--- src/include/tone_decoder_defs.svh ---
// Purpose: Shared offsets, field positions and timing figures of the tone call decoder.
// Assumes: 250 MHz system clock; all pulse timing is counted in 1 ms ticks.
// Notes:   Times are in milliseconds unless the name says otherwise.
`ifndef TONE_DECODER_DEFS_SVH
`define TONE_DECODER_DEFS_SVH

// ----------------------------------------
// Clock and tick
// ----------------------------------------
`define CLK_MHZ          250
`define TICK_US          1000
`define TICK_CYCLES      (`TICK_US * `CLK_MHZ)

// ----------------------------------------
// Tone detector positions
// ----------------------------------------
`define TONE_1A          0
`define TONE_1B          1
`define TONE_2A          2
`define TONE_2B          3
`define TONE_N           4

// ----------------------------------------
// Timing in milliseconds
// ----------------------------------------
`define MS_W             16
`define FIRST_NOM_MS     1250
`define FIRST_TOL_MS     250
`define GAP_NOM_MS       200
`define GAP_MAX_MS       400
`define SECOND_NOM_MS    1000
`define SECOND_TOL_MS    200
`define GROUP_HOLD_MS    3000
`define ALERT_MS         2000
`define MONITOR_MS       5000
`define DEBOUNCE_MS      20
`define DB_W             8

// ----------------------------------------
// Register map (byte addresses) and fields
// ----------------------------------------
`define ADDR_W           12
`define REG_CTRL         12'h000
`define REG_STATUS       12'h004
`define REG_MASK         12'h008
`define REG_STATE        12'h00C
`define CTRL_TONE_ONLY   0
`define CTRL_SOFT_RESET  1
`define EVT_INDIV        0
`define EVT_GROUP        1
`define EVT_ABORT        2
`define EVT_N            3
`define ST_LAMP          0
`define ST_ALERT         1
`define ST_UNMUTE        2
`define ST_HORN          3
`define ST_LIGHTS        4
`define ST_MUTE          5
`define ST_TONES_LSB     8

`endif

--- src/include/tone_decoder_pkg.sv ---
// Purpose: Types shared by the tone call decoder modules.
// Assumes: Nothing beyond the defs header.
// Notes:   State encodings are left to the tools.
package tone_decoder_pkg;

	typedef enum logic [1:0] {SEQ_IDLE, SEQ_FIRST, SEQ_GAP, SEQ_SECOND} seq_state_t;

	typedef enum logic [2:0] {CALL_IDLE, CALL_ALERT, CALL_MONITOR, CALL_HELD, CALL_DONE} call_state_t;

endpackage : tone_decoder_pkg

--- src/include/tone_if.sv ---
// Purpose: Carries the cleaned tone detector levels from the debouncer to the decoder.
// Assumes: Single clock domain.
// Notes:   One bit per detector position.
`timescale 1ns/1ps
`include "tone_decoder_defs.svh"

interface tone_if;
	logic [`TONE_N-1:0] clean;

	modport src (output clean);
	modport dst (input clean);
endinterface : tone_if

--- src/tick_divider.sv ---
// Purpose: One-cycle enable pulse every millisecond.
// Assumes: TICK_CYCLES of at least 2.
// Notes:   Shorten TICK_CYCLES in simulation.
`timescale 1ns/1ps

module tick_divider #(
	parameter int unsigned TICK_CYCLES = 250000
) (
	// Clock and reset
	input  wire logic clock,
	input  wire logic srst,
	// Tick
	output logic      tick
);
	localparam int CNT_W = $clog2(TICK_CYCLES);

	logic [CNT_W-1:0] cnt;

	always_ff @(posedge clock) begin
		if (srst) begin
			cnt  <= '0;
			tick <= 1'b0;
		end else if (cnt == CNT_W'(TICK_CYCLES - 1)) begin
			cnt  <= '0;
			tick <= 1'b1;
		end else begin
			cnt  <= cnt + 1'b1;
			tick <= 1'b0;
		end
	end

endmodule : tick_divider

--- src/tone_debounce.sv ---
// Purpose: Synchronise and debounce the four reed detector inputs.
// Assumes: Tick is a 1 ms enable on the same clock.
// Notes:   A level must stand for the debounce time before it is passed on.
`timescale 1ns/1ps
`include "tone_decoder_defs.svh"

module tone_debounce (
	// Clock and reset
	input  wire logic                clock,
	input  wire logic                srst,
	input  wire logic                tick,
	// Raw detector pins
	input  wire logic [`TONE_N-1:0]  tone_raw,
	// Cleaned levels
	tone_if.src                      tones
);
	for (genvar i = 0; i < `TONE_N; i++) begin : g_tone
		logic            sync1;
		logic            sync2;
		logic            stable;
		logic [`DB_W-1:0] cnt;

		always_ff @(posedge clock) begin
			if (srst) begin
				sync1 <= 1'b0;
				sync2 <= 1'b0;
			end else begin
				sync1 <= tone_raw[i];
				sync2 <= sync1;
			end
		end

		always_ff @(posedge clock) begin
			if (srst) begin
				stable <= 1'b0;
				cnt    <= '0;
			end else if (sync2 == stable) begin
				cnt <= '0;
			end else if (tick) begin
				if (cnt == `DB_W'(`DEBOUNCE_MS - 1)) begin
					stable <= sync2;
					cnt    <= '0;
				end else begin
					cnt <= cnt + 1'b1;
				end
			end
		end

		assign tones.clean[i] = stable;
	end

endmodule : tone_debounce

--- src/sequential_tone_call_decoder.sv ---
// Purpose: Sequential two-pulse and group tone call decoder with APB control.
// Assumes: One 250 MHz clock, synchronous active-high reset, panel pins asynchronous.
// Notes:   Lamp stays latched, and relays stay on while their switch is enabled, until an operator or software reset.
//
// What this block does
// - Individual call is exactly two successive pulses of two simultaneous tones.
// - Individual call only when first pair, then second pair, arrive in order.
// - First pulse from detectors 1A, 1B; second pulse from 2A, 2B.
// - Group call pair is detectors 1B and 2A.
// - Group call needs both tones unbroken for three seconds; dropout restarts.
// - Without a valid code, receiver stays muted unless mic off hook or monitor switch, and indicators stay off.
// - Valid call lights the call lamp and starts the alert tone.
// - Call lamp stays latched until operator or software reset.
// - Tone-only mode unmutes for five seconds after the alert ends.
// - Tone-and-voice mode unmutes from alert end until operator or software reset.
// - Valid call can energise the lights and horn relays.
// - Horn and lights relays each gated by their own enable switch.
// - Mic off hook or monitor switch removes all muting.
`timescale 1ns/1ps
`include "tone_decoder_defs.svh"

module sequential_tone_call_decoder
	import tone_decoder_pkg::*;
#(
	parameter int unsigned TICK_CYCLES = `TICK_CYCLES
) (
	// Clock and reset
	input  wire logic                clock,
	input  wire logic                srst,
	// APB slave
	input  wire logic                psel,
	input  wire logic                penable,
	input  wire logic                pwrite,
	input  wire logic [`ADDR_W-1:0]  paddr,
	input  wire logic [31:0]         pwdata,
	output logic      [31:0]         prdata,
	output logic                     pready,
	output logic                     pslverr,
	output logic                     irq,
	// Reed detector pins
	input  wire logic [`TONE_N-1:0]  tone_raw,
	// Operator panel pins
	input  wire logic                operator_reset,
	input  wire logic                horn_enable_sw,
	input  wire logic                lights_enable_sw,
	input  wire logic                mic_off_hook,
	input  wire logic                monitor_sw,
	// Call indications
	output logic                     call_lamp,
	output logic                     alert_tone,
	output logic                     horn_relay,
	output logic                     lights_relay,
	output logic                     rx_mute
);
	localparam int MW = `MS_W;
	localparam logic [MW-1:0] FIRST_MIN  = MW'(`FIRST_NOM_MS - `FIRST_TOL_MS);
	localparam logic [MW-1:0] FIRST_MAX  = MW'(`FIRST_NOM_MS + `FIRST_TOL_MS);
	localparam logic [MW-1:0] GAP_MAX    = MW'(`GAP_MAX_MS);
	localparam logic [MW-1:0] SECOND_MIN = MW'(`SECOND_NOM_MS - `SECOND_TOL_MS);
	localparam logic [MW-1:0] SECOND_MAX = MW'(`SECOND_NOM_MS + `SECOND_TOL_MS);
	localparam logic [MW-1:0] GROUP_HOLD = MW'(`GROUP_HOLD_MS);
	localparam logic [MW-1:0] ALERT_LEN  = MW'(`ALERT_MS);
	localparam logic [MW-1:0] MONITOR_LEN = MW'(`MONITOR_MS);

	// ----------------------------------------
	// Tick and tone conditioning
	// ----------------------------------------
	logic   tick;
	tone_if tones ();

	tick_divider #(
		.TICK_CYCLES (TICK_CYCLES)
	) u_tick (
		.clock (clock),
		.srst  (srst),
		.tick  (tick)
	);

	tone_debounce u_debounce (
		.clock    (clock),
		.srst     (srst),
		.tick     (tick),
		.tone_raw (tone_raw),
		.tones    (tones.src)
	);

	// ----------------------------------------
	// Panel synchronisers
	// ----------------------------------------
	logic [4:0] panel_s1;
	logic [4:0] panel_s2;
	logic       op_reset;
	logic       horn_en;
	logic       lights_en;
	logic       off_hook;
	logic       monitor_on;

	always_ff @(posedge clock) begin
		if (srst) begin
			panel_s1 <= '0;
			panel_s2 <= '0;
		end else begin
			panel_s1 <= {operator_reset, horn_enable_sw, lights_enable_sw, mic_off_hook, monitor_sw};
			panel_s2 <= panel_s1;
		end
	end

	assign {op_reset, horn_en, lights_en, off_hook, monitor_on} = panel_s2;

	// ----------------------------------------
	// Tone pairs
	// ----------------------------------------
	logic pair1;
	logic pair2;
	logic any1;
	logic any2;
	logic group_pair;

	assign pair1      = tones.clean[`TONE_1A] & tones.clean[`TONE_1B];
	assign pair2      = tones.clean[`TONE_2A] & tones.clean[`TONE_2B];
	assign any1       = tones.clean[`TONE_1A] | tones.clean[`TONE_1B];
	assign any2       = tones.clean[`TONE_2A] | tones.clean[`TONE_2B];
	assign group_pair = tones.clean[`TONE_1B] & tones.clean[`TONE_2A];

	// ----------------------------------------
	// Individual call sequence
	// ----------------------------------------
	seq_state_t     seq_state;
	logic [MW-1:0]  seq_cnt;
	logic           indiv_hit;
	logic           seq_abort;

	always_ff @(posedge clock) begin
		if (srst) begin
			seq_state <= SEQ_IDLE;
			seq_cnt   <= '0;
			indiv_hit <= 1'b0;
			seq_abort <= 1'b0;
		end else begin
			indiv_hit <= 1'b0;
			seq_abort <= 1'b0;
			if (tick && seq_cnt != '1) begin
				seq_cnt <= seq_cnt + 1'b1;
			end
			unique case (seq_state)
				SEQ_IDLE: begin
					if (pair1 && !any2) begin
						seq_state <= SEQ_FIRST;
						seq_cnt   <= '0;
					end
				end
				SEQ_FIRST: begin
					if (any2) begin
						seq_state <= SEQ_IDLE;
						seq_abort <= 1'b1;
					end else if (!pair1) begin
						if (seq_cnt >= FIRST_MIN && seq_cnt <= FIRST_MAX) begin
							seq_state <= SEQ_GAP;
						end else begin
							seq_state <= SEQ_IDLE;
							seq_abort <= 1'b1;
						end
						seq_cnt <= '0;
					end
				end
				SEQ_GAP: begin
					if (pair2 && !any1) begin
						seq_state <= SEQ_SECOND;
						seq_cnt   <= '0;
					end else if (seq_cnt > GAP_MAX || pair1) begin
						seq_state <= SEQ_IDLE;
						seq_abort <= 1'b1;
					end
				end
				SEQ_SECOND: begin
					if (any1 || seq_cnt > SECOND_MAX) begin
						seq_state <= SEQ_IDLE;
						seq_abort <= 1'b1;
					end else if (!pair2) begin
						seq_state <= SEQ_IDLE;
						if (seq_cnt >= SECOND_MIN) begin
							indiv_hit <= 1'b1;
						end else begin
							seq_abort <= 1'b1;
						end
					end
				end
			endcase
		end
	end

	// ----------------------------------------
	// Group call hold timer
	// ----------------------------------------
	logic [MW-1:0] grp_cnt;
	logic          grp_fired;
	logic          group_hit;

	always_ff @(posedge clock) begin
		if (srst) begin
			grp_cnt   <= '0;
			grp_fired <= 1'b0;
			group_hit <= 1'b0;
		end else begin
			group_hit <= 1'b0;
			if (!group_pair) begin
				grp_cnt   <= '0;
				grp_fired <= 1'b0;
			end else if (!grp_fired) begin
				if (grp_cnt >= GROUP_HOLD) begin
					group_hit <= 1'b1;
					grp_fired <= 1'b1;
				end else if (tick) begin
					grp_cnt <= grp_cnt + 1'b1;
				end
			end
		end
	end

	// ----------------------------------------
	// Call handling
	// ----------------------------------------
	call_state_t   call_state;
	logic [MW-1:0] call_cnt;
	logic          tone_only;
	logic          soft_reset;
	logic          clear_call;

	assign clear_call = op_reset | soft_reset;

	always_ff @(posedge clock) begin
		if (srst) begin
			call_state <= CALL_IDLE;
			call_cnt   <= '0;
		end else if (clear_call) begin
			call_state <= CALL_IDLE;
			call_cnt   <= '0;
		end else begin
			if (tick && call_cnt != '1) begin
				call_cnt <= call_cnt + 1'b1;
			end
			unique case (call_state)
				CALL_IDLE: begin
					if (indiv_hit || group_hit) begin
						call_state <= CALL_ALERT;
						call_cnt   <= '0;
					end
				end
				CALL_ALERT: begin
					if (call_cnt >= ALERT_LEN) begin
						call_state <= tone_only ? CALL_MONITOR : CALL_HELD;
						call_cnt   <= '0;
					end
				end
				CALL_MONITOR: begin
					if (call_cnt >= MONITOR_LEN) begin
						call_state <= CALL_DONE;
					end
				end
				CALL_HELD: ;
				CALL_DONE: ;
			endcase
		end
	end

	// ----------------------------------------
	// Output drivers
	// ----------------------------------------
	logic called;
	logic unmute_call;

	assign called      = call_state != CALL_IDLE;
	assign unmute_call = call_state == CALL_MONITOR || call_state == CALL_HELD;

	always_ff @(posedge clock) begin
		if (srst) begin
			call_lamp    <= 1'b0;
			alert_tone   <= 1'b0;
			horn_relay   <= 1'b0;
			lights_relay <= 1'b0;
			rx_mute      <= 1'b1;
		end else begin
			call_lamp    <= called;
			alert_tone   <= call_state == CALL_ALERT;
			horn_relay   <= called & horn_en;
			lights_relay <= called & lights_en;
			rx_mute      <= ~(unmute_call | off_hook | monitor_on);
		end
	end

	// ----------------------------------------
	// APB slave
	// ----------------------------------------
	logic                 setup;
	logic                 access;
	logic                 addr_ok;
	logic [`EVT_N-1:0]    status;
	logic [`EVT_N-1:0]    mask;
	logic [`EVT_N-1:0]    events;
	logic [31:0]          state_word;
	logic [31:0]          rd_mux;

	assign setup   = psel & ~penable;
	assign access  = psel & penable & pready;
	assign addr_ok = paddr == `REG_CTRL || paddr == `REG_STATUS || paddr == `REG_MASK || paddr == `REG_STATE;

	always_comb begin
		state_word                                 = '0;
		state_word[`ST_LAMP]                       = call_lamp;
		state_word[`ST_ALERT]                      = alert_tone;
		state_word[`ST_UNMUTE]                     = unmute_call;
		state_word[`ST_HORN]                       = horn_relay;
		state_word[`ST_LIGHTS]                     = lights_relay;
		state_word[`ST_MUTE]                       = rx_mute;
		state_word[`ST_TONES_LSB +: `TONE_N]       = tones.clean;
	end

	always_comb begin
		rd_mux = '0;
		unique case (paddr)
			`REG_CTRL:   rd_mux[`CTRL_TONE_ONLY] = tone_only;
			`REG_STATUS: rd_mux[`EVT_N-1:0]      = status;
			`REG_MASK:   rd_mux[`EVT_N-1:0]      = mask;
			`REG_STATE:  rd_mux                  = state_word;
			default:     rd_mux                  = '0;
		endcase
	end

	// Zero wait states: answer is prepared in the setup cycle
	always_ff @(posedge clock) begin
		if (srst) begin
			pready  <= 1'b0;
			pslverr <= 1'b0;
			prdata  <= '0;
		end else begin
			pready  <= setup;
			pslverr <= setup & ~addr_ok;
			if (setup) begin
				prdata <= pwrite ? '0 : rd_mux;
			end
		end
	end

	always_ff @(posedge clock) begin
		if (srst) begin
			tone_only  <= 1'b0;
			mask       <= '0;
			soft_reset <= 1'b0;
		end else begin
			soft_reset <= access & pwrite & paddr == `REG_CTRL & pwdata[`CTRL_SOFT_RESET];
			if (access && pwrite && paddr == `REG_CTRL) begin
				tone_only <= pwdata[`CTRL_TONE_ONLY];
			end
			if (access && pwrite && paddr == `REG_MASK) begin
				mask <= pwdata[`EVT_N-1:0];
			end
		end
	end

	// ----------------------------------------
	// Interrupt status
	// ----------------------------------------
	always_comb begin
		events             = '0;
		events[`EVT_INDIV] = indiv_hit;
		events[`EVT_GROUP] = group_hit;
		events[`EVT_ABORT] = seq_abort;
	end

	// Only bits handed out in prdata are cleared, so an event caught at the setup edge is not lost
	always_ff @(posedge clock) begin
		if (srst) begin
			status <= '0;
			irq    <= 1'b0;
		end else begin
			if (access && !pwrite && paddr == `REG_STATUS) begin
				status <= (status & ~prdata[`EVT_N-1:0]) | events;
			end else begin
				status <= status | events;
			end
			irq <= |(status & mask);
		end
	end

endmodule : sequential_tone_call_decoder

--- config.mk ---
export PLATFORM = sky130hd
export DESIGN_NAME = sequential_tone_call_decoder
export DESIGN_NICKNAME = d
export VERILOG_FILES = /design/src/include/tone_decoder_pkg.sv /design/src/include/tone_if.sv /design/src/tick_divider.sv /design/src/tone_debounce.sv /design/src/sequential_tone_call_decoder.sv
export VERILOG_INCLUDE_DIRS = /design/src /design/src/include
export SDC_FILE = /design/constraint.sdc
export NUM_CORES = 1
export LEC_CHECK = 0
export BUFFER_PORTS_ARGS = -buffer_cell sky130_fd_sc_hd__clkbuf_2
export CAP_MARGIN = 0
export CORE_MARGIN = 4
export CORE_UTILIZATION = 50
export DETAILED_ROUTE_END_ITERATION = 6
export GPL_ROUTABILITY_DRIVEN = 0
export GPL_TIMING_DRIVEN = 0
export PLACE_DENSITY = 0.71
export SYNTH_ARGS = -nofsm -noshare
export SYNTH_HDL_FRONTEND = slang
export SYNTH_HIERARCHICAL = 1
export SYNTH_SLANG_ARGS = --single-unit
export TNS_END_PERCENT = 1
--- constraint.sdc ---
create_clock -name clock -period 3.05 [get_ports clock]
set_input_delay 0.1525 -clock clock [delete_from_list [all_inputs] [get_ports clock]]
set_output_delay 0.1525 -clock clock [all_outputs]
set_load 0.005 [all_outputs]
# [Word-level counts from Yosys, hierarchy flattened]
# Index checks and enable logic that the tools add are counted.
[totals] ff_bits=178 in_bits=58 out_inout_bits=40 elab_cells=206
[classes] addsub=8 magnitude_cmp=8 n_eq_ne=27 mux=46 bitwise=33 reduce_logical=42
[op_table] op="$mux W16" n=8
[op_table] op="$add A16 B1 Y16 const B" n=3
[op_table] op="$pmux W16 S3" n=1
[op_table] op="$add A8 B1 Y8 const B" n=4
[op_table] op="$eq A8 B5 Y1 const B" n=4
[op_table] op="$ge A16 B10 Y1 const B" n=2
[op_table] op="$mux W32" n=1
[op_table] op="$mux W8" n=4
[op_table] op="$ne A16 B16 Y1 const B" n=2
[op_table] op="$pmux W16 S2" n=1
[op_table] op="$eq A12 B4 Y1 const B" n=2
[op_table] op="$add A18 B1 Y18 const B" n=1
[op_table] op="$eq A18 B18 Y1 const B" n=1
[op_table] op="$ge A16 B11 Y1 const B" n=1
[op_table] op="$ge A16 B12 Y1 const B" n=1
[op_table] op="$ge A16 B13 Y1 const B" n=1
[op_table] op="$gt A16 B11 Y1 const B" n=1
[op_table] op="$gt A16 B9 Y1 const B" n=1
[op_table] op="$le A16 B11 Y1 const B" n=1
[op_table] op="$mux W2" n=8
[op_table] op="$reduce_and A3 Y1" n=5
[op_table] op="$reduce_or A2 Y1" n=7
[op_table] op="$mux W1" n=13
[op_table] op="$and A1 B1 Y1" n=12
[op_table] op="other kinds (30)" n=79

# [Depth between registers and ports, before layout]
# Gate-level depths: netlist of the first run.
[logic_depth] ltp_word=6 ltp_mapped=8

# [Hierarchy]
# The synthesis of the first run kept the hierarchy.
[by_module_without_submodules] mod="sequential_tone_call_decoder" n_inst=1 cells_each=538 area_each_um2=4501.8
[by_module_without_submodules] mod="tone_debounce" n_inst=1 cells_each=211 area_each_um2=1914.3
[by_module_without_submodules] mod="tick_divider" n_inst=1 cells_each=94 area_each_um2=852.1

# [Worst setup path after synthesis of the first run]
# Ideal clock, no wire load.
[synth_path] kind="register to register" start="register seq_cnt[12]" end="register seq_state[1]" setup_time_ns=0.079 t_arrival_ns=2.190 required_ns=2.971 path_slack_ns=0.781 path_stages_with_launch=6 n_path_buf=0 path_cell_list="dfxtp_1 -> or4_4 -> or3_1 -> or4_1 -> or4_1 -> o211ai_1"
[synth_via] elab_chain_len=6 elab_cells_between_ends=15 classes_between="order compare (4); eq/ne (2); mux (5); reduce/logical (4)"
[synth_lines] item="from (decl)" line="sequential_tone_call_decoder.sv:129" rtl="logic [MW-1:0] seq_cnt;"
[synth_lines] item="from (signal assigned)" line="sequential_tone_call_decoder.sv:143" rtl="seq_cnt <= seq_cnt + 1'b1;"
[synth_lines] item="$ge A16 B10 Y1 or $le A16 B11 Y1 (tied branches)" line="sequential_tone_call_decoder.sv:157" rtl="if (seq_cnt >= FIRST_MIN && seq_cnt <= FIRST_MAX) begin"
[synth_lines] item="$logic_and A1 B1 Y1" line="sequential_tone_call_decoder.sv:157"
[synth_lines] item="$mux W2" line="sequential_tone_call_decoder.sv:157"
[synth_lines] item="$mux W2" line="sequential_tone_call_decoder.sv:156" rtl="end else if (!pair1) begin"
[synth_lines] item="$mux W2" line="sequential_tone_call_decoder.sv:153" rtl="if (any2) begin"
[synth_lines] item="$pmux W2 S4" line="sequential_tone_call_decoder.sv:145" rtl="unique case (seq_state)"
[synth_lines] item="to (signal assigned)" line="sequential_tone_call_decoder.sv:148" rtl="seq_state <= SEQ_FIRST;"
[synth_lines] item="to (signal assigned)" line="sequential_tone_call_decoder.sv:154" rtl="seq_state <= SEQ_IDLE;"
[synth_lines] item="to (signal assigned)" line="sequential_tone_call_decoder.sv:158" rtl="seq_state <= SEQ_GAP;"
[synth_lines] item="to (decl)" line="sequential_tone_call_decoder.sv:128" rtl="seq_state_t seq_state;"
# Several ways; a longest one is shown, not always the timed one. The select of a mux whose other input is x is not followed.
# A chain may end at the register's enable or synchronous reset.

# [Final worst setup path of the first run]
[layout_path] start="register u_debounce.g_tone[1].stable" end="register seq_cnt[11]"
[layout_via] elab_chain_len=5 elab_cells_between_ends=10 classes_between="mux (5); bitwise (2); reduce/logical (3)"
[layout_lines] item="from (decl)" line="tone_debounce.sv:20" rtl="logic stable;"
[layout_lines] item="from (signal assigned)" line="tone_debounce.sv:41" rtl="stable <= sync2;"
[layout_lines] item="$or A1 B1 Y1" line="sequential_tone_call_decoder.sv:121" rtl="assign any1 = tones.clean[`TONE_1A] | tones.clean[`TONE_1B];"
[layout_lines] item="$logic_not A1 Y1" line="sequential_tone_call_decoder.sv:167" rtl="if (pair2 && !any1) begin"
[layout_lines] item="$logic_and A1 B1 Y1" line="sequential_tone_call_decoder.sv:167"
[layout_lines] item="$mux W16" line="sequential_tone_call_decoder.sv:167"
[layout_lines] item="$pmux W16 S3 (*)" line="sequential_tone_call_decoder.sv:145"
# Mark *: on every way between the ends. The rest lies on a longest branch, timed or not.

==> results of run 1 <==
[final cells by class]
| type | count | area share |
|---|---|---|
| multi-input cells | 615 | 0.4419 |
| flip-flops and latches | 156 | 0.3664 |
| clock buffers | 20 | 0.05240 |
| repair buffers | 59 | 0.04227 |
| plain buffers | 62 | 0.03992 |
| well taps | 180 | 0.02642 |
| clock inverters | 12 | 0.01703 |
| inverters | 31 | 0.01365 |
[layout by cell type (no fill, tap or decap), types with 4 or more instances in the layout]
cell type and count:
sky130_fd_sc_hd__nand2_1 51, sky130_fd_sc_hd__a31oi_1 9, sky130_fd_sc_hd__nand4_1 29, sky130_fd_sc_hd__clkinv_2 6
sky130_fd_sc_hd__nor4_1 22, sky130_fd_sc_hd__nand3_1 34, sky130_fd_sc_hd__dfxtp_1 156, sky130_fd_sc_hd__nor2_1 112
sky130_fd_sc_hd__a22oi_1 8, sky130_fd_sc_hd__o2111ai_1 4, sky130_fd_sc_hd__nor2b_1 25, sky130_fd_sc_hd__or3_1 20
sky130_fd_sc_hd__nor3b_1 4, sky130_fd_sc_hd__buf_4 26, sky130_fd_sc_hd__o211ai_1 10, sky130_fd_sc_hd__xor2_1 29
sky130_fd_sc_hd__nor3_1 23, sky130_fd_sc_hd__clkbuf_16 17, sky130_fd_sc_hd__o31ai_1 4, sky130_fd_sc_hd__mux2i_1 13
sky130_fd_sc_hd__conb_1 22, sky130_fd_sc_hd__o21ai_0 30, sky130_fd_sc_hd__nand2b_1 6, sky130_fd_sc_hd__a211oi_1 7
sky130_fd_sc_hd__a21oi_1 30, sky130_fd_sc_hd__xnor2_1 38, sky130_fd_sc_hd__and2_1 10, sky130_fd_sc_hd__clkbuf_2 46
sky130_fd_sc_hd__ha_1 11, sky130_fd_sc_hd__dlygate4sd3_1 13, sky130_fd_sc_hd__and4_1 4, sky130_fd_sc_hd__or4_1 12
sky130_fd_sc_hd__clkbuf_1 34, sky130_fd_sc_hd__inv_1 31
[cells by family after synthesis]
family / synth area share
AOI/OAI and AO/OA: 0.1097
xor gates and xnor gates: 0.08074
adders and majority gates: 0.01894
buffers and inverters: 0.06283
DFF: 0.4297
muxes: 0.02255
other: 0.0005159
and+or+nand+nor: 0.2751
[registers in the layout, indices dropped and copies added, names as in the netlist, 2 cells and up]
name	count
seq_cnt	16
seq_state	2
mask	3
u_debounce/g_tone.sync2	4
panel_s2	5
u_tick/cnt	18
call_state	3
u_debounce/g_tone.stable	4
status	3
panel_s1	5
u_debounce/g_tone.sync1	4
u_debounce/g_tone.cnt	32
prdata	10
grp_cnt	16
call_cnt	16
[layer usage]
layer	global-route usage	vias up	routed length, um
met5	0	-	0
met1	0.2238	2773	6716
met4	0.05806	0	163
li1	-	3142	-
met2	0.3031	108	6963
met3	0.04234	15	608
[critical path, stage by stage (launching register included)]
cell and delay [ps]:
sky130_fd_sc_hd__dfxtp_1 390, sky130_fd_sc_hd__buf_4 130, sky130_fd_sc_hd__clkbuf_1 370, sky130_fd_sc_hd__nand2_1 170
sky130_fd_sc_hd__nor3_1 240, sky130_fd_sc_hd__mux2i_1 110, sky130_fd_sc_hd__o21ai_1 430, sky130_fd_sc_hd__clkbuf_1 410
sky130_fd_sc_hd__nor2_1 100
[synthesized netlist by cell type (4+ instances only)]
library cell and n:
sky130_fd_sc_hd__o21ai_0 30, sky130_fd_sc_hd__nor3b_1 4, sky130_fd_sc_hd__nand3_1 34, sky130_fd_sc_hd__or4_1 12
sky130_fd_sc_hd__nand4_1 29, sky130_fd_sc_hd__nor2b_1 25, sky130_fd_sc_hd__nor2_1 112, sky130_fd_sc_hd__xor2_1 29
sky130_fd_sc_hd__clkbuf_1 32, sky130_fd_sc_hd__a211oi_1 7, sky130_fd_sc_hd__mux2i_1 13, sky130_fd_sc_hd__o2111ai_1 4
sky130_fd_sc_hd__o31ai_1 4, sky130_fd_sc_hd__nand2_1 51, sky130_fd_sc_hd__nor3_1 23, sky130_fd_sc_hd__and4_1 4
sky130_fd_sc_hd__a22oi_1 8, sky130_fd_sc_hd__nand2b_1 6, sky130_fd_sc_hd__nor4_1 22, sky130_fd_sc_hd__a21oi_1 30
sky130_fd_sc_hd__and2_1 10, sky130_fd_sc_hd__inv_1 31, sky130_fd_sc_hd__dfxtp_1 156, sky130_fd_sc_hd__ha_1 11
sky130_fd_sc_hd__xnor2_1 38, sky130_fd_sc_hd__o211ai_1 10, sky130_fd_sc_hd__buf_4 26, sky130_fd_sc_hd__a31oi_1 9
sky130_fd_sc_hd__or3_1 20
[how the worst max path moves through the flow]
stage                                        startpoint                   endpoint  depth (start not counted)
2_1_floorplan                    seq_cnt[12]$_SDFF_PP0_  seq_state[1]$_SDFFE_PP0P_                          5
3_3_place_gp   u_debounce/g_tone[1].stable$_SDFFE_PP0P_     seq_cnt[12]$_SDFF_PP0_                          8
3_5_place_dp   u_debounce/g_tone[1].stable$_SDFFE_PP0P_     seq_cnt[11]$_SDFF_PP0_                          8
4_1_cts        u_debounce/g_tone[1].stable$_SDFFE_PP0P_     seq_cnt[11]$_SDFF_PP0_                          8
5_1_grt        u_debounce/g_tone[1].stable$_SDFFE_PP0P_     seq_cnt[10]$_SDFF_PP0_                          8
6_report       u_debounce/g_tone[1].stable$_SDFFE_PP0P_     seq_cnt[11]$_SDFF_PP0_                          8
[metrics by stage]
| stage | utilization | cells | setup slack (ps) |
|---|---|---|---|
| 3_3_place_gp | 0.5556 | 1090 | 595.6 |
| 4_1_cts | 0.6071 | 1135 | 535.2 |
| 3_5_place_dp | 0.5556 | 1090 | 573.1 |
| 6_report | 0.6071 | 1135 | 565.6 |
| 2_1_floorplan | - | 864 | 781.0 |
| 5_1_grt | 0.6071 | 1135 | 222.0 |
[where the power goes]
part | switching, mW | internal, mW
Clock | 0.790 | 1.30
Combinational | 0.0643 | 0.0631
Sequential | 0.00860 | 2.05
Total | 0.863 | 3.42
[what timing repair did]
item	CTS	global route
gates resized for setup	0	0
hold buffers	13	0
endpoints found under the hold margin	15	0
==> summary by stage, run 1 <==
Synth
Ranked by total cell area, the synthesized netlist is headed by sky130_fd_sc_hd__dfxtp_1 (43%), sky130_fd_sc_hd__nor2_1 (5.8%), sky130_fd_sc_hd__xnor2_1 (4.6%). The number of flops mapped to enable cells by yosys is 0. The share of synthesized area in the top cell type comes to 0.4297. sky130_fd_sc_hd__dfxtp_1 takes more of the synthesized area than any other cell.

The number of storage elements in the synthesis netlist is ~160. The count of synthesis-stage warnings from yosys is 6. The number of standard cells after synthesis is between 800 and 900. The share of async-settable or async-resettable flops after synthesis is 0. The most used flip-flop cell after synthesis is sky130_fd_sc_hd__dfxtp_1. The number of different library cells used by synthesis comes to between 60 and 70. The synthesized netlist occupies a cell area of around 0.0073 mm2.

A synthesized cell averages around 8.6 um2. For this run, the register share of the synthesized area comes to 0.4297.

Placement
The number of port buffers is 46. The wire-length estimate of the detail-placed layout is approximately 10,000 um. The cell area after placement is just under 0.008 mm2.

Min path
The startpoint identified for the worst hold timing path is penable. For hold timing, the worst endpoint is prdata[0]$_SDFFE_PP0P_. Counting instances, the worst hold path has a depth of 4.

The tightest min-delay check is of the primary input to flop type.

Final layout
Compared with the post-synthesis result, the final layout area differs by 17.28%. The repair_antennas step left the layout with diodes totalling 0. The number of nets in the layout is roughly 1.0k.

The total of fill cells in the finished design is between 1k and 1.5k. The post-route standard cell area excluding fillers is ~0.0085 mm2. In the final layout, the share of cells above drive strength 1 is 0.1277. The multi-input combinational cells in the finished layout cover a total of ~0.0038 mm2. The register area is 0.003123 mm2.

Setup path
For the worst setup path, the data arrival time is 2770 ps. The endpoint class of the critical path is a flop. Data on the critical path is required at its endpoint by between 3000 and 4000 ps. The setup slack on the worst flop-to-flop path is 570 ps. The worst register-to-register path begins at u_debounce/g_tone[1].stable$_SDFFE_PP0P_. The critical path is of the flop to flop type. In this run the critical register-to-register path is captured at seq_cnt[11]$_SDFF_PP0_.

The type of origin of the critical path is a flop. The top fanout value on the critical path is 10. Measured in cells, the most critical reg-to-reg path has a length of 8.

Clocking
The number of buffers between clock root and the deepest sink is 2. The source-to-sink clock delay at the later pin of the worst-skew pair is ~400 ps. CTS built an H-tree with a depth of 4. The TritonCTS clock tree is built.

Counting the buffers created by CTS gives 17. The master cell of the clock root buffer is sky130_fd_sc_hd__clkbuf_16. Counting every sink on the clock net gives 156. Clock-pin slew was measured on the worst setup and hold paths at roughly 60 ps. The number of buffers inserted by post-CTS setup repair is 0.

Die
The die covers roughly 0.017 mm2. The effective utilization at floorplan is 0.5176. The floorplan core area is 0.01404 mm2.

The floorplan step set the die height to 128.6 um. The number of primary I/O pins is 98. The floorplan step set the die width to between 100 and 150 um.

Row generation in the floorplan step produced 43 rows.

Power and ir drop
For this design the ratio of total power to cell area is ~500 mW/mm2. The leakage power is about 3 nW. The worst voltage drop across the vdd grid is ~0.00042 V. The power consumption is between 4 and 5 mW.

Global routing
The total track usage is 0.1783. The initial antenna violation count is 0. Entering global routing, the biggest net connects 17 pins.

The first-pass GRT wire length is between 20,000 and 25,000 um. Summed over all layers, the global routing overflow is 0. The via count of the first global-routing pass is approximately 5.5k.

Route
Dividing the detail-routed via count by the number of cells gives between 5 and 6. For this run, design rule violations remaining after detail routing come to 0. The first routing iteration left about 280 violations. The first detailed-routing pass ran for 5 iterations. The wire length per cell after detailed routing is between 10 and 15 um.

The final layout contains routed wiring with a total length of roughly 14,000 um. The count of nets left with antenna violations once routing finished came out at 0. The via count of the routed design is between 6k and 7k.

STA
The number of hold-slack violations in the final timing report was 0. The final critical delay including setup and external delays is 2484 ps. For this run, the top clock speed supported by timing is just over 400 MHz. The number of max-slew violations in the final report is 0. In the finished design, the share of the clock period the worst path needs comes to 0.8146. The final-report setup violation count is 0. The worst hold slack across all endpoints is approximately 58 ps. Setup repair after global routing left no endpoint under its margin. The final total negative setup slack is 0 ps.

Between clock sinks in the finished design, the worst skew comes to ~5.6 ps. For the pin with the worst max-slew slack, the measured transition is between 1000 and 1500 ps. The worst slew margin relative to its limit is 0.1780.

Job
The number of violations of the max-capacitance limit is 0.

Status
The flow ran to the end, and the final reports show no timing, DRC or antenna violations.
No activity file was read; power rests on OpenSTA's default activity.
==> run 2, diff against run 1 <==
--- a/config.mk
+++ b/config.mk
@@ -6,6 +6,7 @@
 export SDC_FILE = /design/constraint.sdc
 export NUM_CORES = 1
 export LEC_CHECK = 0
+export ABC_AREA = 1
 export BUFFER_PORTS_ARGS = -buffer_cell sky130_fd_sc_hd__clkbuf_2
 export CAP_MARGIN = 0
 export CORE_MARGIN = 4
@@ -13,7 +14,7 @@
 export DETAILED_ROUTE_END_ITERATION = 6
 export GPL_ROUTABILITY_DRIVEN = 0
 export GPL_TIMING_DRIVEN = 0
-export PLACE_DENSITY = 0.71
+export PLACE_DENSITY = 0.73
 export SYNTH_ARGS = -nofsm -noshare
 export SYNTH_HDL_FRONTEND = slang
 export SYNTH_HIERARCHICAL = 1
==> constraint.sdc (replaced) <==
create_clock -name clock -period 2.2 [get_ports clock]
set_input_delay 0.11 -clock clock [delete_from_list [all_inputs] [get_ports clock]]
set_output_delay 0.11 -clock clock [all_outputs]
set_load 0.005 [all_outputs]
==> summary by stage, run 2 <==
Status
Run status: finished, final reports clean (unchanged).

Synth
The adder-cell area share of the yosys netlist is 0.01666 (was 0.01894). The fraction of synthesized cell area taken by the top area cell type came to 0.3781 (was 0.4297). Dominant cells by area after synthesis: sky130_fd_sc_hd__dfxtp_1 (38%), sky130_fd_sc_hd__nand2_1 (13%), sky130_fd_sc_hd__nor2_1 (9.6%) (was sky130_fd_sc_hd__dfxtp_1 (43%), sky130_fd_sc_hd__nor2_1 (5.8%), sky130_fd_sc_hd__xnor2_1 (4.6%)).

The share of async-settable or async-resettable flops after synthesis is 0 (unchanged). The mean cell area of the mapped netlist is 6.759 um2 (was 8.622 um2). The number of storage elements in the synthesis netlist is 156 (unchanged).

The commonest register cell after synthesis was sky130_fd_sc_hd__dfxtp_1 (unchanged). The largest area contributor in the synthesized netlist is sky130_fd_sc_hd__dfxtp_1 (unchanged). The mapped cell area was 0.008259 mm2 (was 0.007268 mm2). The simple-gate share of the synthesized area is 0.3762 (was 0.2751). The combinational family with the most area after synthesis is simple AND/OR/NAND/NOR gates (unchanged). Most used standard cells in the synthesized netlist: sky130_fd_sc_hd__nand2_1 (281), sky130_fd_sc_hd__nor2_1 (212), sky130_fd_sc_hd__inv_1 (174) (was sky130_fd_sc_hd__dfxtp_1 (156), sky130_fd_sc_hd__nor2_1 (112), sky130_fd_sc_hd__nand2_1 (51)).

The number of standard cells after synthesis is 1,222 (was 843). The number of flops mapped to enable cells by yosys was 0 (unchanged). The number of different library cells in the post-synthesis netlist is 49 (was 68). The xor/xnor cell area share of the yosys netlist is 0.02651 (was 0.08074). The share of the synthesized area in compound gates (AO/OA/AOI/OAI) is 0.07453 (was 0.1097). The most numerous cell in the Yosys netlist was sky130_fd_sc_hd__nand2_1 (was sky130_fd_sc_hd__dfxtp_1). The mux share of post-synthesis cell area is 0.001212 (was 0.02255). The count of synthesis-stage warnings from yosys came to 6 (unchanged). The sequential area share after synthesis is 0.3781 (was 0.4297).

Route
The average vias per placed instance is 4.858 (was 5.320). The violation count after the first detailed-route iteration was 443 (was 276). The number of nets with antenna violations after detailed routing is 0 (unchanged). The met1 wire length is 8222 um (was 6716 um). The wire length on met2 is 8238 um (was 6963 um).

The final routed wirelength across all metal layers is 17,530 um (was 14,450 um). The topmost layer with routed signal wires is met4 (unchanged). The number of design rule violations left after detail routing is 0 (unchanged).

The count of TritonRoute iterations in the first routing pass came to 5 (unchanged). The via count of the routed design came to 7,530 (was 6,038). The wire length per cell after detailed routing was 11.31 um (was 12.73 um). The met3 routed wirelength is 718 um (was 608 um).

Die
The standard-cell row count is 46 (was 43). The die area is 0.01864 mm2 (was 0.01653 mm2). The height of the die is 136.5 um (was 128.6 um). The effective utilization at floorplan is 0.5143 (was 0.5176). The horizontal extent of the die is 136.5 um (was 128.6 um). The number of primary I/O pins is 98 (unchanged).

The floorplan core area is 0.01606 mm2 (was 0.01404 mm2).

Min path
The type of the most critical hold path was primary input to flop (unchanged). The hold path startpoint is pwrite (was penable).

Setup path
The required time of the critical path is 2560 ps (was 3340 ps). The most frequent cell on the critical path is sky130_fd_sc_hd__inv_1 (was sky130_fd_sc_hd__clkbuf_1). The type of origin of the critical path is a flop (unchanged). Cell chain of the critical path: buf_4 -> inv_1 -> nor3_1 -> inv_1 -> buf_2 -> a21oi_1 (was buf_4 -> clkbuf_1 -> nand2_1 -> nor3_1 -> mux2i_1 -> o21ai_1 -> clkbuf_1 -> nor2_1). The classification of the worst setup path is flop to flop (unchanged). The delay of the slowest critical-path stage came to 470 ps (was 430 ps).

The top fanout value on the critical path was 10 (unchanged). The startpoint of the worst-slack reg-to-reg timing path was u_debounce/g_tone[2].stable$_SDFFE_PP0P_ (was u_debounce/g_tone[1].stable$_SDFFE_PP0P_). The launch point of the critical path is u_debounce/g_tone[2].stable$_SDFFE_PP0P_ (was u_debounce/g_tone[1].stable$_SDFFE_PP0P_).

The critical path's slowest cell is sky130_fd_sc_hd__nor3_1 (was sky130_fd_sc_hd__o21ai_1). The endpoint class of the critical path is a flop (unchanged). The worst endpoint data arrival time is 2090 ps (was 2770 ps).

Final layout
The layout cell share with drive strength beyond 1 is 0.1357 (was 0.1277). The largest register by flop count is u_debounce/g_tone.cnt (unchanged). The area growth from synthesis to layout came to 15.71% (was 17.28%).

Commonest non-fill, non-tap cells in the layout: sky130_fd_sc_hd__nand2_1 (281), sky130_fd_sc_hd__nor2_1 (212), sky130_fd_sc_hd__inv_1 (174), sky130_fd_sc_hd__dfxtp_1 (156), sky130_fd_sc_hd__nand3_1 (75) (was sky130_fd_sc_hd__dfxtp_1 (156), sky130_fd_sc_hd__nor2_1 (112), sky130_fd_sc_hd__nand2_1 (51), sky130_fd_sc_hd__clkbuf_2 (46), sky130_fd_sc_hd__xnor2_1 (38)). The antenna diode count is 0 (unchanged). The total of fill cells in the finished design was 1,511 (was 1,261). The flip-flop count of the largest register after layout came to 32 (unchanged).

Largest registers in the final layout: u_debounce/g_tone.cnt (32), u_tick/cnt (18) (unchanged). The number of nets in the layout is 1,390 (was 1,011). The most common cell after layout, fill and taps aside is sky130_fd_sc_hd__nand2_1 (was sky130_fd_sc_hd__dfxtp_1).

Power and ir drop
The leakage power is 3.956 nW (was 3.050 nW). The power per standard cell area is 646.8 mW/mm2 (was 502.4 mW/mm2). The worst voltage drop across the vdd grid is 0.0008062 V (was 0.0004224 V).

STA
The post-route fraction of the period consumed by the critical path is 0.7838 (was 0.8146). The final critical delay including setup and external delays is 1724 ps (was 2484 ps). Unrepaired setup endpoints after global routing: false (unchanged).

The number of hold-slack violations in the final timing report came to 0 (unchanged). The worst setup skew after layout is 7.513 ps (was 5.617 ps). The final-report setup violation count is 0 (unchanged). The number of max-slew violations in the final report was 0 (unchanged).

The final total negative setup slack is 0 ps (unchanged). The worst-margin pin slew is 643.2 ps (was 1222 ps). The worst hold slack across all endpoints is 19.10 ps (was 58.35 ps). The achievable clock frequency is 580.0 MHz (was 402.5 MHz). The worst-case setup margin in the final layout came to 475.7 ps (was 565.6 ps). The worst slew margin relative to its limit is 0.5689 (was 0.1780).

Clocking
The master cell of the clock root buffer is sky130_fd_sc_hd__clkbuf_16 (unchanged). The number of buffers between clock root and the deepest sink is 2 (unchanged). The clock-pin slew reported for the worst setup and hold paths after clock tree synthesis came to 70 ps (was 60 ps).

The source-to-sink clock delay at the later pin of the worst-skew pair came to 430 ps (was 410 ps). The number of sinks driven by the clock tree is 156 (unchanged). The number of clock buffers inserted by TritonCTS was 17 (unchanged). The CTS H-tree depth is 4 (unchanged). The TritonCTS clock tree was built (unchanged).

Placement
The number of port buffers is 46 (unchanged). The half-perimeter wire length of the detailed placement result is 12,960 um (was 10,150 um). The pre-CTS setup slack was 484.2 ps (was 573.1 ps).

Global routing
The first-pass GRT wire length is 30,060 um (was 24,560 um). The via count of the first global-routing pass is 6,833 (was 5,515). The initial antenna violation count is 0 (unchanged).

The final global-route overflow total is 0 (unchanged). The largest net degree at the start of global routing was 19 (was 17). The total track usage is 0.1965 (was 0.1783).

Job
The number of violations of the max-capacitance limit was 0 (unchanged).
[run 2: cell types whose count changed after synthesis, moves of 13 or more]
cell / delta
sky130_fd_sc_hd__nor2_2: +19
sky130_fd_sc_hd__nor4_1: -22
sky130_fd_sc_hd__clkbuf_1: -30
sky130_fd_sc_hd__a21oi_1: +19
sky130_fd_sc_hd__nand2_1: +230
sky130_fd_sc_hd__nand2_2: +13
sky130_fd_sc_hd__xnor2_1: -30
sky130_fd_sc_hd__inv_1: +143
sky130_fd_sc_hd__nor2b_1: -25
sky130_fd_sc_hd__nand3_1: +41
sky130_fd_sc_hd__or3_1: -20
sky130_fd_sc_hd__nor2_1: +100
[run 2: power by group]
group | leakage, nW | switching (mW) | internal, mW
clock | 0.288 | 1.38 | 1.53
sequential | 1.26 | 0.0358 | 2.87
combinational | 2.41 | 0.211 | 0.152
[run 2: cell families after synthesis]
group,count (synthesis)
multiplexers,1
AO/OA/AOI/OAI,109
XOR/XNOR,25
other,1
flip-flops,156
buffers and inverters,224
adder cells (fa/ha/maj),11
AND/OR/NAND/NOR,695
[run 2: worst paths after layout]
path	to	slack (ps)	cells past startpoint
max reg2reg	grp_cnt[8]$_SDFFE_PP0P_	480	6
min	prdata[2]$_SDFFE_PP0P_	20	4
min reg2reg	panel_s2[0]$_SDFF_PP0_	400	2
max	grp_cnt[8]$_SDFFE_PP0P_	480	6
[run 2: cell type report]
type                            count  area, um2  area share
Tap cell                          216      270.3     0.02828
Inverter                          179      679.4     0.07109
Sequential cell                   156       3123      0.3268
Timing Repair Buffer               59      360.3     0.03771
Clock inverter                     15      162.7     0.01702
Multi-Input combinational cell    863       4172      0.4365
Clock buffer                       17      425.4     0.04451
Buffer                             45      364.1     0.03810
[run 2: timing repair]
item / CTS / global route
setup endpoints to repair: 0 / 0
resized for setup: 0 / 0
buffers inserted: 0 / 0
hold buffers: 13 / 0
endpoints found under the hold margin: 13 / 0
[run 2: worst max-delay path: cells and delay by family (launching register included)]
family	cells	cell delay, ps
buffers and inverters	4	700
and+or+nand+nor	1	470
DFF	1	360
AOI/OAI and AO/OA	1	130
[run 2: metrics by stage]
| stage | std cells | total power, mW | area, um2 | util |
|---|---|---|---|---|
| 6_report | 1550 | 6.181 | 9557 | 0.5951 |
| 4_1_cts | 1550 | 6.241 | 9557 | 0.5951 |
| 2_1_floorplan | 1243 | 3.203 | 8338 | - |
| 5_1_grt | 1550 | 6.428 | 9557 | 0.5951 |
| 3_3_place_gp | 1505 | 3.310 | 8838 | 0.5504 |
| 3_5_place_dp | 1505 | 3.314 | 8838 | 0.5504 |
[run 2: metal layers]
layer | vias up | GRT usage
met5 | - | 0
met4 | 0 | 0.07447
met3 | 33 | 0.03897
met2 | 133 | 0.3250
met1 | 3362 | 0.2539
li1 | 4002 | -
==> run 3, diff against run 2 <==
==> constraint.sdc (replaced) <==
create_clock -name clock -period 1.5 [get_ports clock]
set_input_delay 0.075 -clock clock [delete_from_list [all_inputs] [get_ports clock]]
set_output_delay 0.075 -clock clock [all_outputs]
set_load 0.005 [all_outputs]
==> summary by stage, run 3 (synthesized netlist as in run 2, its figures left out) <==
Final layout
The number of nets in the layout is 1,403 (was 1,390). Largest registers in the final layout: u_debounce/g_tone.cnt (32), u_tick/cnt (18) (unchanged). The flip-flop count of the largest register after layout is 32 (unchanged).

The largest register by flop count is u_debounce/g_tone.cnt (unchanged). The layout cell share with drive strength beyond 1 is 0.2071 (was 0.1357). Commonest non-fill, non-tap cells in the layout: sky130_fd_sc_hd__nand2_1 (271), sky130_fd_sc_hd__nor2_1 (194), sky130_fd_sc_hd__inv_1 (168), sky130_fd_sc_hd__dfxtp_1 (124), sky130_fd_sc_hd__nand3_1 (70) (was sky130_fd_sc_hd__nand2_1 (281), sky130_fd_sc_hd__nor2_1 (212), sky130_fd_sc_hd__inv_1 (174), sky130_fd_sc_hd__dfxtp_1 (156), sky130_fd_sc_hd__nand3_1 (75)). The post-route standard cell area excluding fillers was 0.01002 mm2 (was 0.009557 mm2). The non-filler instance count after layout was 1,563 (was 1,550). The antenna diode count came to 0 (unchanged). The most common cell after layout, fill and taps aside is sky130_fd_sc_hd__nand2_1 (unchanged). The total of fill cells in the finished design is 1,440 (was 1,511). The area growth from synthesis to layout was 21.30% (was 15.71%). The final core utilization was 0.6239 (was 0.5951).

Die
The standard-cell row count is 46 (unchanged). The effective utilization at floorplan was 0.5143 (unchanged). The horizontal extent of the die is 136.5 um (unchanged).

The floorplan core area is 0.01606 mm2 (unchanged). The number of primary I/O pins is 98 (unchanged). The die area is 0.01864 mm2 (unchanged). The height of the die was 136.5 um (unchanged).

STA
The number of max-slew violations in the final report is 0 (unchanged). The worst-margin pin slew is 628.4 ps (was 643.2 ps). The worst hold slack across all endpoints is 37.87 ps (was 19.10 ps). The number of hold-slack violations in the final timing report is 0 (unchanged). The final critical delay including setup and external delays was 1526 ps (was 1724 ps). The worst-case setup margin in the final layout was -26.19 ps (was 475.7 ps). The worst setup skew after layout is 13.47 ps (was 7.513 ps).

The post-route fraction of the period consumed by the critical path is 1.017 (was 0.7838). The final-report setup violation count is 3 (was 0). The achievable clock frequency was 655.2 MHz (was 580.0 MHz). The worst slew margin relative to its limit is 0.5788 (was 0.5689).

Unrepaired setup endpoints after global routing: true (was false).

Placement
The half-perimeter wire length of the detailed placement result is 12,960 um (unchanged). The cell area after placement is 0.008838 mm2 (unchanged). The cell count after placement is 1,505 (unchanged). The number of port buffers was 46 (unchanged).

Clocking
The number of clock buffers inserted by TritonCTS is 17 (unchanged). The CTS H-tree depth is 4 (unchanged). The TritonCTS clock tree was built (unchanged).

The number of buffers between clock root and the deepest sink is 2 (unchanged). The number of sinks driven by the clock tree is 156 (unchanged). The master cell of the clock root buffer is sky130_fd_sc_hd__clkbuf_16 (unchanged).

The clock-pin slew reported for the worst setup and hold paths after clock tree synthesis came to 80 ps (was 70 ps). The source-to-sink clock delay at the later pin of the worst-skew pair was 440 ps (was 430 ps).

Power and ir drop
The worst voltage drop across the vdd grid was 0.001171 V (was 0.0008062 V). The leakage power was 4.100 nW (was 3.956 nW). The power per standard cell area is 912.5 mW/mm2 (was 646.8 mW/mm2). The power consumption is 9.141 mW (was 6.181 mW).

Route
The number of nets with antenna violations after detailed routing was 0 (unchanged). The wire length per cell after detailed routing is 11.82 um (was 11.31 um). The final routed wirelength across all metal layers is 18,480 um (was 17,530 um). The average vias per placed instance is 4.917 (was 4.858).

The count of TritonRoute iterations in the first routing pass is 5 (unchanged). The number of design rule violations left after detail routing is 0 (unchanged). The violation count after the first detailed-route iteration is 381 (was 443). The via count of the routed design is 7,686 (was 7,530).

Setup path
The startpoint of the worst-slack reg-to-reg timing path is call_cnt[12]$_SDFF_PP0_ (was u_debounce/g_tone[2].stable$_SDFFE_PP0P_). The endpoint class of the critical path is a flop (unchanged). The depth of the most critical reg-to-reg path was 10 (was 6).

The end point of the critical path was call_cnt[8]$_SDFF_PP0_ (was grp_cnt[8]$_SDFFE_PP0P_). The setup slack on the worst flop-to-flop path is -30 ps (was 480 ps). The worst endpoint data arrival time is 1890 ps (was 2090 ps). The type of origin of the critical path is a flop (unchanged). The launch point of the critical path is call_cnt[12]$_SDFF_PP0_ (was u_debounce/g_tone[2].stable$_SDFFE_PP0P_). The required time of the critical path is 1870 ps (was 2560 ps). The classification of the worst setup path is flop to flop (unchanged). The top fanout value on the critical path is 7 (was 10). The endpoint of the most critical register-to-register path is call_cnt[8]$_SDFF_PP0_ (was grp_cnt[8]$_SDFFE_PP0P_).

Global routing
The total track usage was 0.2018 (was 0.1965). The initial antenna violation count is 0 (unchanged). The largest net degree at the start of global routing was 19 (unchanged). The first-pass GRT wire length is 30,870 um (was 30,060 um). The final global-route overflow total is 0 (unchanged).

The via count of the first global-routing pass is 7,001 (was 6,833).

Status
The checks that failed: setup timing. Run status: complete, but fails checks (was finished, final reports clean).

Job
The number of violations of the max-capacitance limit was 0 (unchanged).

Min path
The type of the most critical hold path is primary input to flop (unchanged).
-- run 3: changes by cell type in the layout (fill, tap and decap cells not counted), moves of 7 or more --
cell,before,now
sky130_fd_sc_hd__dfxtp_2,0,26
sky130_fd_sc_hd__nand2_1,281,271
sky130_fd_sc_hd__dfxtp_1,156,124
sky130_fd_sc_hd__nor2_4,7,14
sky130_fd_sc_hd__nor2_2,19,30
sky130_fd_sc_hd__nor2_1,212,194
-- run 3: worst min path at each step --
| stage | from | cells past startpoint | slack, ps | end |
|---|---|---|---|---|
| 3_3_place_gp | horn_enable_sw | 3 | 270 | panel_s1[3]$_SDFF_PP0_ |
| 2_1_floorplan | srst | 1 | 150 | u_tick/tick$_SDFF_PP0_ |
| 3_5_place_dp | mic_off_hook | 3 | 270 | panel_s1[1]$_SDFF_PP0_ |
| 5_1_grt | paddr[3] | 4 | 50 | soft_reset$_SDFF_PP0_ |
| 6_report | paddr[2] | 4 | 40 | soft_reset$_SDFF_PP0_ |
| 4_1_cts | paddr[3] | 4 | 10 | soft_reset$_SDFF_PP0_ |
-- run 3: power breakdown --
group / internal, mW / leakage (nW) / switching, mW / total (mW)
combinational: 0.263 / 2.53 / 0.333 / 0.596
sequential: 4.20 / 1.28 / 0.0564 / 4.26
clock: 2.25 / 0.288 / 2.04 / 4.29
total: 6.71 / 4.10 / 2.43 / 9.14
-- run 3: cell type report --
type / instances / area, um2 / area share
clock buffer: 17 / 425.4 / 0.04246
sequential: 156 / 3178 / 0.3172
clock inverter: 15 / 162.7 / 0.01624
buffer: 43 / 357.8 / 0.03572
inverter: 179 / 684.4 / 0.06831
multi-input combinational: 863 / 4456 / 0.4447
timing repair buffer: 74 / 484.2 / 0.04833
tap: 216 / 270.3 / 0.02698
-- run 3: stage by stage --
| stage | setup TNS (ps) | setup slack, ps |
|---|---|---|
| CTS | -12.62 | -8.300 |
| global placement | -4645 | -212.9 |
| global route | -1762 | -121.9 |
| floorplan | 0 | 47.65 |
| detailed placement | -5846 | -213.3 |
| finish | -42.39 | -26.19 |
-- run 3: what timing repair did --
action                                  CTS  global route
pin swaps                                 5            14
hold buffers                             17             0
endpoints found under the hold margin    18             0
resized for setup                        38            89
endpoints found under the setup margin   59            65
cloned                                    1             1
setup buffers                             8             1
-- run 3: worst max-delay path, stage by stage (launching register included) --
cell and delay, ps:
sky130_fd_sc_hd__dfxtp_4 370, sky130_fd_sc_hd__nand2_1 100, sky130_fd_sc_hd__nor2_2 50, sky130_fd_sc_hd__nand2_1 120, sky130_fd_sc_hd__nor2_4 60, sky130_fd_sc_hd__a21oi_4 190, sky130_fd_sc_hd__buf_6 140, sky130_fd_sc_hd__nand2_1 80
sky130_fd_sc_hd__o21bai_1 170, sky130_fd_sc_hd__inv_1 70, sky130_fd_sc_hd__nor2_1 100
-- run 3: routing by layer --
metal  vias up  GRT usage  wire, um
met5         -          0         0
met4         0    0.08847       456
met3        40    0.03934       779
met2       160     0.3311      8945
met1      3473     0.2585      8300
li1       4013          -         -
